**config.mk**
```make
export PLATFORM = sky130hd
export DESIGN_NAME = video_input_reference_control
export DESIGN_NICKNAME = d
export VERILOG_FILES = /design/src/video_ref_pkg.sv /design/src/timing_if.sv /design/src/sample_fifo.sv /design/src/phase_timing_gen.sv /design/src/video_input_reference_control.sv
export VERILOG_INCLUDE_DIRS = /design/src
export SDC_FILE = /design/constraint.sdc
export NUM_CORES = 1
export LEC_CHECK = 0
export BUFFER_PORTS_ARGS = -buffer_cell sky130_fd_sc_hd__buf_4
export CORE_UTILIZATION = 53
export CTS_BUF_LIST = sky130_fd_sc_hd__clkbuf_16
export DETAILED_ROUTE_END_ITERATION = 12
export PLACE_DENSITY = 0.72
export SYNTH_ARGS = -nofsm -noshare
export SYNTH_HDL_FRONTEND = slang
export SYNTH_HIERARCHICAL = 1
export SYNTH_SLANG_ARGS = --single-unit
```
**constraint.sdc**
```tcl
create_clock -name sys_clk -period 4.95 [get_ports sys_clk]
set_input_delay 1.485 -clock sys_clk [delete_from_list [all_inputs] [get_ports sys_clk]]
set_output_delay 1.485 -clock sys_clk [all_outputs]
set_load 0.02 [all_outputs]
```
**src/video_ref_cfg.svh**
```systemverilog
// Constants for the video input and reference control block
`ifndef VIDEO_REF_CFG_SVH
`define VIDEO_REF_CFG_SVH

// ----------------------------------------
// Widths and buffering
// ----------------------------------------
`define VRC_DATA_W      10
`define VRC_FIFO_DEPTH  32
`define VRC_SYNC_W      36

// ----------------------------------------
// Raster sizes per standard
// ----------------------------------------
`define VRC_SPL_525     12'h6B4
`define VRC_SPL_625     12'h6C0
`define VRC_LPF_525     10'h20D
`define VRC_LPF_625     10'h271

// ----------------------------------------
// Fill words, 4:2:2 order Cb Y Cr Y
// ----------------------------------------
`define VRC_BLACK_Y     10'h040
`define VRC_BLACK_C     10'h200
`define VRC_BLUE_Y      10'h0A4
`define VRC_BLUE_CB     10'h3C0
`define VRC_BLUE_CR     10'h1D8

// ----------------------------------------
// Reset values
// ----------------------------------------
`define VRC_RST_H_PHASE 12'h000
`define VRC_RST_V_PHASE 10'h000

`endif

```
**src/video_ref_pkg.sv**
```systemverilog
// Types for the video input and reference control block
package video_ref_pkg;
  typedef enum logic {primary_input_choice, backup_input_choice} input_choice_e;
  typedef enum logic [1:0] {std_auto, std_525, std_625} std_mode_e;
  typedef enum logic [1:0] {loss_black, loss_blue, loss_pass} loss_act_e;
  typedef enum logic {ref_external, ref_video} ref_choice_e;
  typedef enum logic [1:0] {
    card_reference_connector_choice, frame_ref2_choice, frame_ref1_choice
  } ext_ref_e;
  typedef enum logic [1:0] {lock_ext, lock_input, lock_free} lock_src_e;
endpackage

```
**src/timing_if.sv**
```systemverilog
// Raster settings and counters shared by control and timing generator
`timescale 1ns/100ps
`default_nettype none
interface timing_if;
  logic [11:0] h_total;
  logic [11:0] h_off;
  logic [11:0] h_pos;
  logic [9:0]  v_total;
  logic [9:0]  v_off;
  logic [9:0]  v_pos;
  logic        lock_pulse;
  logic        frame_start;
  modport ctrl (output h_total, h_off, v_total, v_off, lock_pulse,
                input h_pos, v_pos, frame_start);
  modport gen  (input h_total, h_off, v_total, v_off, lock_pulse,
                output h_pos, v_pos, frame_start);
endinterface // timing_if
`default_nettype wire

```
**src/sample_fifo.sv**
```systemverilog
// Sample FIFO with registered read data
`timescale 1ns/100ps
`default_nettype none
module sample_fifo #(
  parameter int W     = 10,
  parameter int DEPTH = 32
) (
  // Clock and reset
  input  wire logic         sys_clk,
  input  wire logic         rst,
  // Write side
  input  wire logic         wr_valid,
  output logic              wr_ready,
  input  wire logic [W-1:0] wr_data,
  // Read side
  output logic              rd_valid,
  input  wire logic         rd_ready,
  output logic [W-1:0]      rd_data
);
  localparam int AW = $clog2(DEPTH);

  logic [W-1:0] mem [DEPTH];
  logic [AW:0]  wptr_r;
  logic [AW:0]  rptr_r;
  logic         empty;
  logic         pop;
  logic         push;

  assign empty    = (wptr_r == rptr_r);
  assign wr_ready = !((wptr_r[AW] != rptr_r[AW]) && (wptr_r[AW-1:0] == rptr_r[AW-1:0]));
  assign push     = wr_valid && wr_ready;
  assign pop      = !empty && (!rd_valid || rd_ready);

  always_ff @(posedge sys_clk) begin
    if (push) begin
      mem[wptr_r[AW-1:0]] <= wr_data;
    end
  end

  always_ff @(posedge sys_clk) begin
    if (rst) begin
      wptr_r <= '0;
      rptr_r <= '0;
    end else begin
      if (push) begin
        wptr_r <= wptr_r + 1'b1;
      end
      if (pop) begin
        rptr_r <= rptr_r + 1'b1;
      end
    end
  end

  always_ff @(posedge sys_clk) begin
    if (rst) begin
      rd_valid <= 1'b0;
      rd_data  <= '0;
    end else if (pop) begin
      rd_valid <= 1'b1;
      rd_data  <= mem[rptr_r[AW-1:0]];
    end else if (rd_ready) begin
      rd_valid <= 1'b0;
    end
  end
endmodule // sample_fifo
`default_nettype wire

```
**src/phase_timing_gen.sv**
```systemverilog
// Output raster counters with phase offset to the lock pulse
`timescale 1ns/100ps
`default_nettype none
module phase_timing_gen (
  // Clock and reset
  input wire logic sys_clk,
  input wire logic rst,
  // Raster settings and counters
  timing_if.gen    tif
);
  logic h_end;

  assign h_end = (tif.h_pos >= tif.h_total - 12'h001);

  // Reference edge lands at total-offset, so zero comes offset later
  always_ff @(posedge sys_clk) begin
    if (rst) begin
      tif.h_pos <= 12'h000;
      tif.v_pos <= 10'h000;
    end else if (tif.lock_pulse) begin
      tif.h_pos <= (tif.h_off == 12'h000) ? 12'h000 : tif.h_total - tif.h_off;
      tif.v_pos <= (tif.v_off == 10'h000) ? 10'h000 : tif.v_total - tif.v_off;
    end else if (h_end) begin
      tif.h_pos <= 12'h000;
      tif.v_pos <= (tif.v_pos >= tif.v_total - 10'h001) ? 10'h000
                                                         : tif.v_pos + 10'h001;
    end else begin
      tif.h_pos <= tif.h_pos + 12'h001;
    end
  end

  always_ff @(posedge sys_clk) begin
    if (rst) begin
      tif.frame_start <= 1'b0;
    end else begin
      tif.frame_start <= h_end && (tif.v_pos >= tif.v_total - 10'h001);
    end
  end

  AST_H_PHASE: assert property (@(posedge sys_clk) disable iff (rst)
    tif.lock_pulse && tif.h_off != 12'h000 && $stable(tif.h_total)
    |=> tif.h_pos == tif.h_total - $past(tif.h_off))
    else $error("H counter not placed at offset after lock");
  AST_V_PHASE: assert property (@(posedge sys_clk) disable iff (rst)
    tif.lock_pulse && tif.v_off != 10'h000 && $stable(tif.v_total)
    |=> tif.v_pos == tif.v_total - $past(tif.v_off))
    else $error("V counter not placed at offset after lock");
endmodule // phase_timing_gen
`default_nettype wire

```
**src/video_input_reference_control.sv**
```systemverilog
// Program input selection, loss handling, reference lock and phase
`timescale 1ns/100ps
`default_nettype none
`include "video_ref_cfg.svh"
module video_input_reference_control (
  // Clock and reset
  input  wire logic                         sys_clk,
  input  wire logic                         rst,
  // Primary and backup serial inputs, deserialised
  input  wire logic [9:0]                   pri_data,
  input  wire logic                         pri_valid,
  input  wire logic                         pri_present,
  input  wire logic [9:0]                   bak_data,
  input  wire logic                         bak_valid,
  input  wire logic                         bak_present,
  output logic                              video_ready,
  // Standard detector of the selected input
  input  wire logic                         det_std_625,
  input  wire logic                         det_std_valid,
  input  wire logic                         in_frame_sync,
  // Genlock sources: bit 0 card, 1 frame 2, 2 frame 1
  input  wire logic [2:0]                   ref_present,
  input  wire logic [2:0]                   ref_std_625,
  input  wire logic [2:0]                   ref_sync,
  // Settings
  input  wire logic                         cfg_load,
  input  wire video_ref_pkg::input_choice_e cfg_input_choice,
  input  wire video_ref_pkg::std_mode_e     cfg_std_mode,
  input  wire video_ref_pkg::loss_act_e     cfg_input_loss_action,
  input  wire video_ref_pkg::ref_choice_e   cfg_ref_choice,
  input  wire video_ref_pkg::ext_ref_e      cfg_ext_ref,
  input  wire logic [11:0]                  cfg_h_phase,
  input  wire logic [9:0]                   cfg_v_phase,
  // Program output
  output logic [9:0]                        out_data,
  output logic                              out_valid,
  input  wire logic                         out_ready,
  // Status
  output video_ref_pkg::lock_src_e          lock_src_r,
  output logic                              std_625_r,
  output logic                              input_ok_r,
  output logic [11:0]                       h_phase_r,
  output logic [9:0]                        v_phase_r,
  output logic [11:0]                       h_pos,
  output logic [9:0]                        v_pos,
  output logic                              frame_start
);

  // ----------------------------------------
  // Helpers
  // ----------------------------------------
  function automatic logic [1:0] ext_idx(input video_ref_pkg::ext_ref_e s);
    case (s)
      video_ref_pkg::frame_ref2_choice: ext_idx = 2'h1;
      video_ref_pkg::frame_ref1_choice: ext_idx = 2'h2;
      default:                          ext_idx = 2'h0;
    endcase
  endfunction

  function automatic logic [11:0] clamp(input logic [11:0] v, input logic [11:0] m);
    clamp = (v > m) ? m : v;
  endfunction

  // ----------------------------------------
  // Pin synchronisers
  // ----------------------------------------
  logic [`VRC_SYNC_W-1:0] meta_r;
  logic [`VRC_SYNC_W-1:0] sync_r;
  logic [9:0]             pri_data_s;
  logic                   pri_valid_s;
  logic                   pri_present_s;
  logic [9:0]             bak_data_s;
  logic                   bak_valid_s;
  logic                   bak_present_s;
  logic                   det_625_s;
  logic                   det_valid_s;
  logic [2:0]             ref_present_s;
  logic [2:0]             ref_std_s;
  logic [2:0]             ref_sync_s;
  logic                   in_sync_s;
  logic [2:0]             ref_sync_d_r;
  logic                   in_sync_d_r;

  always_ff @(posedge sys_clk) begin
    if (rst) begin
      meta_r <= '0;
      sync_r <= '0;
    end else begin
      meta_r <= {pri_valid, pri_data, pri_present, bak_valid, bak_data,
                 bak_present, det_std_625, det_std_valid, ref_present,
                 ref_std_625, ref_sync, in_frame_sync};
      sync_r <= meta_r;
    end
  end

  assign {pri_valid_s, pri_data_s, pri_present_s, bak_valid_s, bak_data_s,
          bak_present_s, det_625_s, det_valid_s, ref_present_s,
          ref_std_s, ref_sync_s, in_sync_s} = sync_r;

  always_ff @(posedge sys_clk) begin
    if (rst) begin
      ref_sync_d_r <= 3'h0;
      in_sync_d_r  <= 1'b0;
    end else begin
      ref_sync_d_r <= ref_sync_s;
      in_sync_d_r  <= in_sync_s;
    end
  end

  // ----------------------------------------
  // Settings
  // ----------------------------------------
  video_ref_pkg::input_choice_e choice_r;
  video_ref_pkg::std_mode_e     std_mode_r;
  video_ref_pkg::loss_act_e     loss_r;
  video_ref_pkg::ref_choice_e   ref_choice_r;
  video_ref_pkg::ext_ref_e      ext_ref_r;
  logic [11:0]                  h_req_r;
  logic [9:0]                   v_req_r;

  always_ff @(posedge sys_clk) begin
    if (rst) begin
      choice_r     <= video_ref_pkg::primary_input_choice;
      std_mode_r   <= video_ref_pkg::std_auto;
      loss_r       <= video_ref_pkg::loss_black;
      ref_choice_r <= video_ref_pkg::ref_external;
      ext_ref_r    <= video_ref_pkg::card_reference_connector_choice;
      h_req_r      <= `VRC_RST_H_PHASE;
      v_req_r      <= `VRC_RST_V_PHASE;
    end else if (cfg_load) begin
      choice_r     <= cfg_input_choice;
      std_mode_r   <= cfg_std_mode;
      loss_r       <= cfg_input_loss_action;
      ref_choice_r <= cfg_ref_choice;
      ext_ref_r    <= cfg_ext_ref;
      h_req_r      <= cfg_h_phase;
      v_req_r      <= cfg_v_phase;
    end
  end

  // ----------------------------------------
  // Input selection and standard
  // ----------------------------------------
  logic       is_625;
  logic       accepted;
  logic       input_ok;
  logic       sel_present;
  logic       sel_valid;
  logic [9:0] sel_data;
  logic [11:0] h_total;
  logic [9:0]  v_total;

  always_comb begin
    if (choice_r == video_ref_pkg::backup_input_choice) begin
      sel_data    = bak_data_s;
      sel_valid   = bak_valid_s;
      sel_present = bak_present_s;
    end else begin
      sel_data    = pri_data_s;
      sel_valid   = pri_valid_s;
      sel_present = pri_present_s;
    end
  end

  always_comb begin
    case (std_mode_r)
      video_ref_pkg::std_525: begin
        is_625   = 1'b0;
        accepted = det_valid_s && !det_625_s;
      end
      video_ref_pkg::std_625: begin
        is_625   = 1'b1;
        accepted = det_valid_s && det_625_s;
      end
      default: begin
        is_625   = det_625_s;
        accepted = det_valid_s;
      end
    endcase
  end

  assign input_ok = sel_present && accepted;
  assign h_total  = is_625 ? `VRC_SPL_625 : `VRC_SPL_525;
  assign v_total  = is_625 ? `VRC_LPF_625 : `VRC_LPF_525;

  always_ff @(posedge sys_clk) begin
    if (rst) begin
      std_625_r  <= 1'b0;
      input_ok_r <= 1'b0;
    end else begin
      std_625_r  <= is_625;
      input_ok_r <= input_ok;
    end
  end

  // ----------------------------------------
  // Phase offsets
  // ----------------------------------------
  // Clamped every cycle, so a standard change pulls them in on the next cycle, with no reload
  logic [11:0] v_clamp;

  assign v_clamp = clamp({2'h0, v_req_r}, {2'h0, v_total});

  always_ff @(posedge sys_clk) begin
    if (rst) begin
      h_phase_r <= `VRC_RST_H_PHASE;
      v_phase_r <= `VRC_RST_V_PHASE;
    end else begin
      h_phase_r <= clamp(h_req_r, h_total);
      v_phase_r <= v_clamp[9:0];
    end
  end

  // ----------------------------------------
  // Reference selection
  // ----------------------------------------
  logic [1:0] ext_i;
  logic       ext_ok;
  video_ref_pkg::lock_src_e lock_nxt;

  assign ext_i  = ext_idx(ext_ref_r);
  assign ext_ok = ref_present_s[ext_i] && (ref_std_s[ext_i] == is_625);

  // Correct lock to an external source also needs the source to
  // hold its video clock locked to it; nothing here can repair that.
  always_comb begin
    if (ref_choice_r == video_ref_pkg::ref_external && ext_ok) begin
      lock_nxt = video_ref_pkg::lock_ext;
    end else if (input_ok) begin
      lock_nxt = video_ref_pkg::lock_input;
    end else begin
      lock_nxt = video_ref_pkg::lock_free;
    end
  end

  always_ff @(posedge sys_clk) begin
    if (rst) begin
      lock_src_r <= video_ref_pkg::lock_free;
    end else begin
      lock_src_r <= lock_nxt;
    end
  end

  // ----------------------------------------
  // Raster timing
  // ----------------------------------------
  timing_if tif ();
  logic     lock_pulse;

  always_comb begin
    case (lock_src_r)
      video_ref_pkg::lock_ext:   lock_pulse = ref_sync_s[ext_i] && !ref_sync_d_r[ext_i];
      video_ref_pkg::lock_input: lock_pulse = in_sync_s && !in_sync_d_r;
      default:                   lock_pulse = 1'b0;
    endcase
  end

  assign tif.h_total    = h_total;
  assign tif.v_total    = v_total;
  assign tif.h_off      = h_phase_r;
  assign tif.v_off      = v_phase_r;
  assign tif.lock_pulse = lock_pulse;
  assign h_pos          = tif.h_pos;
  assign v_pos          = tif.v_pos;
  assign frame_start    = tif.frame_start;

  phase_timing_gen u_timing (
    .sys_clk (sys_clk),
    .rst     (rst),
    .tif     (tif.gen)
  );

  // ----------------------------------------
  // Output data path
  // ----------------------------------------
  logic [9:0] fill_word;
  logic [9:0] wr_data;
  logic       wr_valid;
  logic       wr_ready;
  logic       pass_thru;

  always_comb begin
    if (loss_r == video_ref_pkg::loss_blue) begin
      case (h_pos[1:0])
        2'h0:    fill_word = `VRC_BLUE_CB;
        2'h2:    fill_word = `VRC_BLUE_CR;
        default: fill_word = `VRC_BLUE_Y;
      endcase
    end else begin
      fill_word = h_pos[0] ? `VRC_BLACK_Y : `VRC_BLACK_C;
    end
  end

  // Pass mode forwards raw samples, coherent or not
  assign pass_thru   = input_ok || (loss_r == video_ref_pkg::loss_pass);
  assign wr_valid    = pass_thru ? sel_valid : 1'b1;
  assign wr_data     = pass_thru ? sel_data : fill_word;
  assign video_ready = wr_ready;

  sample_fifo #(
    .W     (`VRC_DATA_W),
    .DEPTH (`VRC_FIFO_DEPTH)
  ) u_fifo (
    .sys_clk  (sys_clk),
    .rst      (rst),
    .wr_valid (wr_valid),
    .wr_ready (wr_ready),
    .wr_data  (wr_data),
    .rd_valid (out_valid),
    .rd_ready (out_ready),
    .rd_data  (out_data)
  );

  // ----------------------------------------
  // Checks
  // ----------------------------------------
  AST_PRIMARY_SRC: assert property (@(posedge sys_clk) disable iff (rst)
    input_ok && choice_r == video_ref_pkg::primary_input_choice |-> wr_data == pri_data_s)
    else $error("Primary input not on program path");
  AST_BACKUP_SRC: assert property (@(posedge sys_clk) disable iff (rst)
    input_ok && choice_r == video_ref_pkg::backup_input_choice |-> wr_data == bak_data_s)
    else $error("Backup input not on program path");
  AST_AUTO_STD: assert property (@(posedge sys_clk) disable iff (rst)
    std_mode_r == video_ref_pkg::std_auto |=> std_625_r == $past(det_625_s))
    else $error("Auto standard does not follow detector");
  AST_FORCE_525: assert property (@(posedge sys_clk) disable iff (rst)
    std_mode_r == video_ref_pkg::std_525 && det_625_s |=> !input_ok_r)
    else $error("625 accepted while forced to 525");
  AST_FORCE_625: assert property (@(posedge sys_clk) disable iff (rst)
    std_mode_r == video_ref_pkg::std_625 && !det_625_s |=> !input_ok_r)
    else $error("525 accepted while forced to 625");
  AST_LOSS_BLACK: assert property (@(posedge sys_clk) disable iff (rst)
    !input_ok && loss_r == video_ref_pkg::loss_black
    |-> wr_valid && wr_data == (h_pos[0] ? `VRC_BLACK_Y : `VRC_BLACK_C))
    else $error("Black fill missing on input loss");
  AST_LOSS_BLUE: assert property (@(posedge sys_clk) disable iff (rst)
    !input_ok && loss_r == video_ref_pkg::loss_blue && h_pos[1:0] == 2'h0
    |-> wr_data == `VRC_BLUE_CB)
    else $error("Blue fill missing on input loss");
  AST_LOSS_PASS: assert property (@(posedge sys_clk) disable iff (rst)
    loss_r == video_ref_pkg::loss_pass |-> wr_valid == sel_valid && wr_data == sel_data)
    else $error("Pass mode does not forward input");
  AST_LOCK_EXT: assert property (@(posedge sys_clk) disable iff (rst)
    ref_choice_r == video_ref_pkg::ref_external && ext_ok
    |=> lock_src_r == video_ref_pkg::lock_ext)
    else $error("Good external reference not used");
  AST_EXT_FALLBACK: assert property (@(posedge sys_clk) disable iff (rst)
    ref_choice_r == video_ref_pkg::ref_external && !ext_ok && input_ok
    |=> lock_src_r == video_ref_pkg::lock_input)
    else $error("No fallback to program input");
  AST_LOCK_VIDEO: assert property (@(posedge sys_clk) disable iff (rst)
    ref_choice_r == video_ref_pkg::ref_video && input_ok
    |=> lock_src_r == video_ref_pkg::lock_input)
    else $error("Video reference choice not locked to input");
  AST_FREE_RUN: assert property (@(posedge sys_clk) disable iff (rst)
    !input_ok && !(ref_choice_r == video_ref_pkg::ref_external && ext_ok)
    |=> lock_src_r == video_ref_pkg::lock_free && !lock_pulse)
    else $error("Timing not free running without input");
  AST_PHASE_RANGE: assert property (@(posedge sys_clk) disable iff (rst)
    $stable(is_625) |-> h_phase_r <= h_total && v_phase_r <= v_total)
    else $error("Phase offset beyond raster size");
  AST_FACTORY: assert property (@(posedge sys_clk)
    $past(rst) && !rst |-> std_mode_r == video_ref_pkg::std_auto
      && loss_r == video_ref_pkg::loss_black
      && ref_choice_r == video_ref_pkg::ref_external
      && h_phase_r == 12'h000 && v_phase_r == 10'h000)
    else $error("Settings not at factory values after reset");

endmodule // video_input_reference_control
`default_nettype wire

```
==> reports/qor.txt <==
Synth top area share - 46.0%
Placer Congestion - 0.881
Avg Inst Size Synth - 14.2 µm²
CTS Buf Count - 48
Worst-Margin Slew - 1.34 ns
Chip height - 201 µm
Peak supply drop - 0.278 mV
Post-Synthesis Cell Area - 20900 µm²
Clock sinks - 498
Area delta synth->final - 16.0%
Family with the most delay on the worst path - simple AND/OR/NAND/NOR gates
Post-synth EDFFs - 320
Headroom to the max-slew limit - 10.5%
CP Class - flip-flop to primary output
Row count - 72
Synthesized flop and latch total - 498
Filler cells - 2918
Reg2reg path depth - 14
Ys async rst share - 0%
Largest net degree at the start of global routing - 84
Final Cell Area - 24300 µm²
CTS resizes - 0
DR WL met3 - 2760 µm
Initial antenna violation count - 1
Core area - 38700 µm²
Minimum clock period - 4.00 ns
CP max FO - 13
Setup TNS - 0 ns
Layout Nets - 1805
Hold-fix buffers, CTS - 0
Met2 routed WL - 21700 µm
Netlist cell types - 79
Worst R2R Setup Slack - 1.00 ns
Root Buffer - clkbuf_16
Port Buffers - 130
Critical path capture point type - primary output
R2R Path Start - std_mode_r[0]
Critical path launch point type - flip-flop
First-pass DRT Iterations - 5
Worst Hold Class - flip-flop to flip-flop
Clock Latency Late Sink - 0.58 ns
Die W - 201 µm
Worst Path Buf+Inv - 1
Worst EP required - 3.46 ns
Synth Warn # - 6
Post-CTS Setup Inserts - 0
First-pass GRT wire length - 70400 µm
Via-to-Cell Ratio - 5.65
Final Cycle Share - 80.8%
Worst path arrival time - 2.51 ns
Leak pwr - 8.74 nW
Setup violators final - 0
Slowest stage cell, crit path - dfxtp_1
Ys flop type - edfxtp_1
Worst-path cell chain - xnor2_1 -> nand3_1 -> or2_2 -> buf_4
CTS tree - done
Hold endpoint - sync_r[18]
Cells after synthesis - 1472
Slew Limit Fails - 0
IO Count - 131
Share of cells above drive strength 1 - 21.1%
Max-Cap Viols - 0
Deepest clock path buffer count - 3
Register area share after synthesis - 63.0%
GRT Total Usage - 22.7%
Die area - 40300 µm²
Pwr Density - 415 nW/µm²
Hold Crit Depth - 1
Grt ovf - 0
Drt initial violations - 968
DRC - 0
WL final - 45600 µm
Top layer reached by signal wires - met4
Max stage delay on crit path - 0.75 ns
Via count - 12616
Area contributors post-synth - edfxtp_1 (46%), dfxtp_1 (17%), mux4_2 (8.6%)
Clk_skew - 0.0144 ns
Clk pin slew, worst setup/hold paths - 0.06 ns
H-Tree Depth - 2
Unrepaired setup endpoints after global routing - false
Leading area contributor after synthesis - edfxtp_1
Worst R2R End - u_timing/tif.v_pos[7]
Hold_sp - meta_r[18]
Metal1 wirelength - 19700 µm
ANT nets after route - 0
Number of global-route vias before repair - 12490
Hold Violations, Final - 0
Area of placed instances - 22800 µm²
Dpl hpwl - 29900 µm
Starting density of the core - 54.0%
Wire length per cell - 20.4 µm
Outcome - finished clean
Highest Clock Rate - 0.250 GHz
layer usage:
metal,track usage [%],vias to the layer above
met5,0,-
met4,8.62,0
met3,4.29,77
met2,36.7,396
met1,30.7,6204
li1,-,5939
cell usage after synthesis (12+ instances only):
master / count
mux2i_1: 58
ha_1: 57
nor2_1: 131
dfxtp_1: 178
mux4_2: 80
o22ai_1: 37
inv_1: 49
buf_2: 13
nor3_1: 19
nand2_1: 46
o21ai_0: 19
a21oi_1: 30
edfxtp_1: 320
xnor2_1: 34
xor2_1: 24
nand2b_1: 12
a211oi_1: 15
clkbuf_1: 35
nor2b_1: 85
nand3_1: 22
worst reg2reg max path, delay by kind of cell (launching register included):
kind	cells	cell delay, ns
flip-flops	1	0.33
buffers and inverters	1	0.06
AND/OR/NAND/NOR	6	1.55
XOR/XNOR	1	0.13
AO/OA/AOI/OAI	3	0.83
adder cells (fa/ha/maj)	2	0.64
multiplexers	1	0.29
area by class of cell:
type | count | area [µm²] | share of cell area (%)
Timing Repair Buffer | 174 | 1320 | 5.44
Clock buffer | 48 | 1200 | 4.95
Sequential cell | 498 | 13200 | 54.3
Tap cell | 518 | 648 | 2.67
Inverter | 51 | 191 | 0.789
Antenna cell | 1 | 2.50 | 0.0103
Multi-Input combinational cell | 903 | 7430 | 30.6
Clock inverter | 40 | 288 | 1.19
state kept, by name, indices dropped and copies added, names as in the netlist, 10 cells and up:
| signal | cells |
|---|---|
| u_fifo/mem | 320 |
| meta_r | 36 |
| sync_r | 36 |
| h_phase_r | 12 |
| h_req_r | 12 |
| u_timing/tif.h_pos | 12 |
| u_fifo/rd_data | 10 |
| u_timing/tif.v_pos | 10 |
| v_phase_r | 10 |
| v_req_r | 10 |
where the power goes:
group	internal, mW	switching [mW]
logic	0.869	0.999
registers	4.59	0.163
clock network	1.93	1.51
worst max path at each step:
stage	start	to	slack, ns	cells after the start
finish	u_fifo/rptr_r[3]	video_ready	0.95	4
CTS	u_fifo/rptr_r[1]	video_ready	0.94	4
global placement	std_mode_r[0]	u_timing/tif.v_pos[7]	1.13	14
global route	std_mode_r[0]	u_timing/tif.v_pos[7]	0.66	14
detailed placement	std_mode_r[0]	u_timing/tif.v_pos[7]	1.04	14
floorplan	std_mode_r[0]	u_timing/tif.h_pos[8]	1.39	16
placed cells by master (no fill, tap or decap), drive strengths merged, types with 9 or more instances in the layout:
cell / netlist / final
nor2b: 85 / 85
xor2: 24 / 24
clkbuf: 38 / 48
o21ai: 19 / 19
clkinv: 1 / 21
nand3: 22 / 22
xnor2: 34 / 34
or4: 10 / 10
o22ai: 37 / 37
ha: 57 / 57
nor2: 131 / 131
buf: 27 / 174
a21oi: 31 / 31
mux4: 80 / 80
edfxtp: 320 / 320
nand2b: 12 / 12
dfxtp: 178 / 178
a21o: 9 / 9
a211oi: 15 / 15
nor4: 10 / 10
conb: 2 / 47
and3: 10 / 10
nor3: 21 / 21
a32oi: 10 / 10
mux2i: 59 / 59
o21a: 10 / 10
or3: 9 / 9
inv: 50 / 65
nand2: 46 / 46
nand3b: 10 / 10
cells by family (layout without fill, tap and decap cells):
kind of cell	count (synthesis)	after routing	synth area share, %
AOI/OAI and AO/OA	193	193	6.69
other	2	48	0.0359
buffers and inverters	116	313	2.47
DFF	498	498	63.0
muxes	142	142	11.7
adders and majority gates	59	59	3.60
xor gates and xnor gates	58	58	2.43
and+or+nand+nor	404	404	10.1
through the flow:
step           cells  power (mW)  hold slack (ns)  utilization, %  worst slack, ns
2_1_floorplan   1517        6.18            0.414               -             1.39
3_3_place_gp    2144        6.68            0.425            58.8             1.13
3_5_place_dp    2144        6.71            0.420            58.8             1.04
4_1_cts         2232        10.1            0.435            62.6            0.942
5_1_grt         2232        10.4            0.449            62.6            0.661
6_report        2233        10.1            0.433            62.6            0.952
Power figures use the tool's default switching activity.
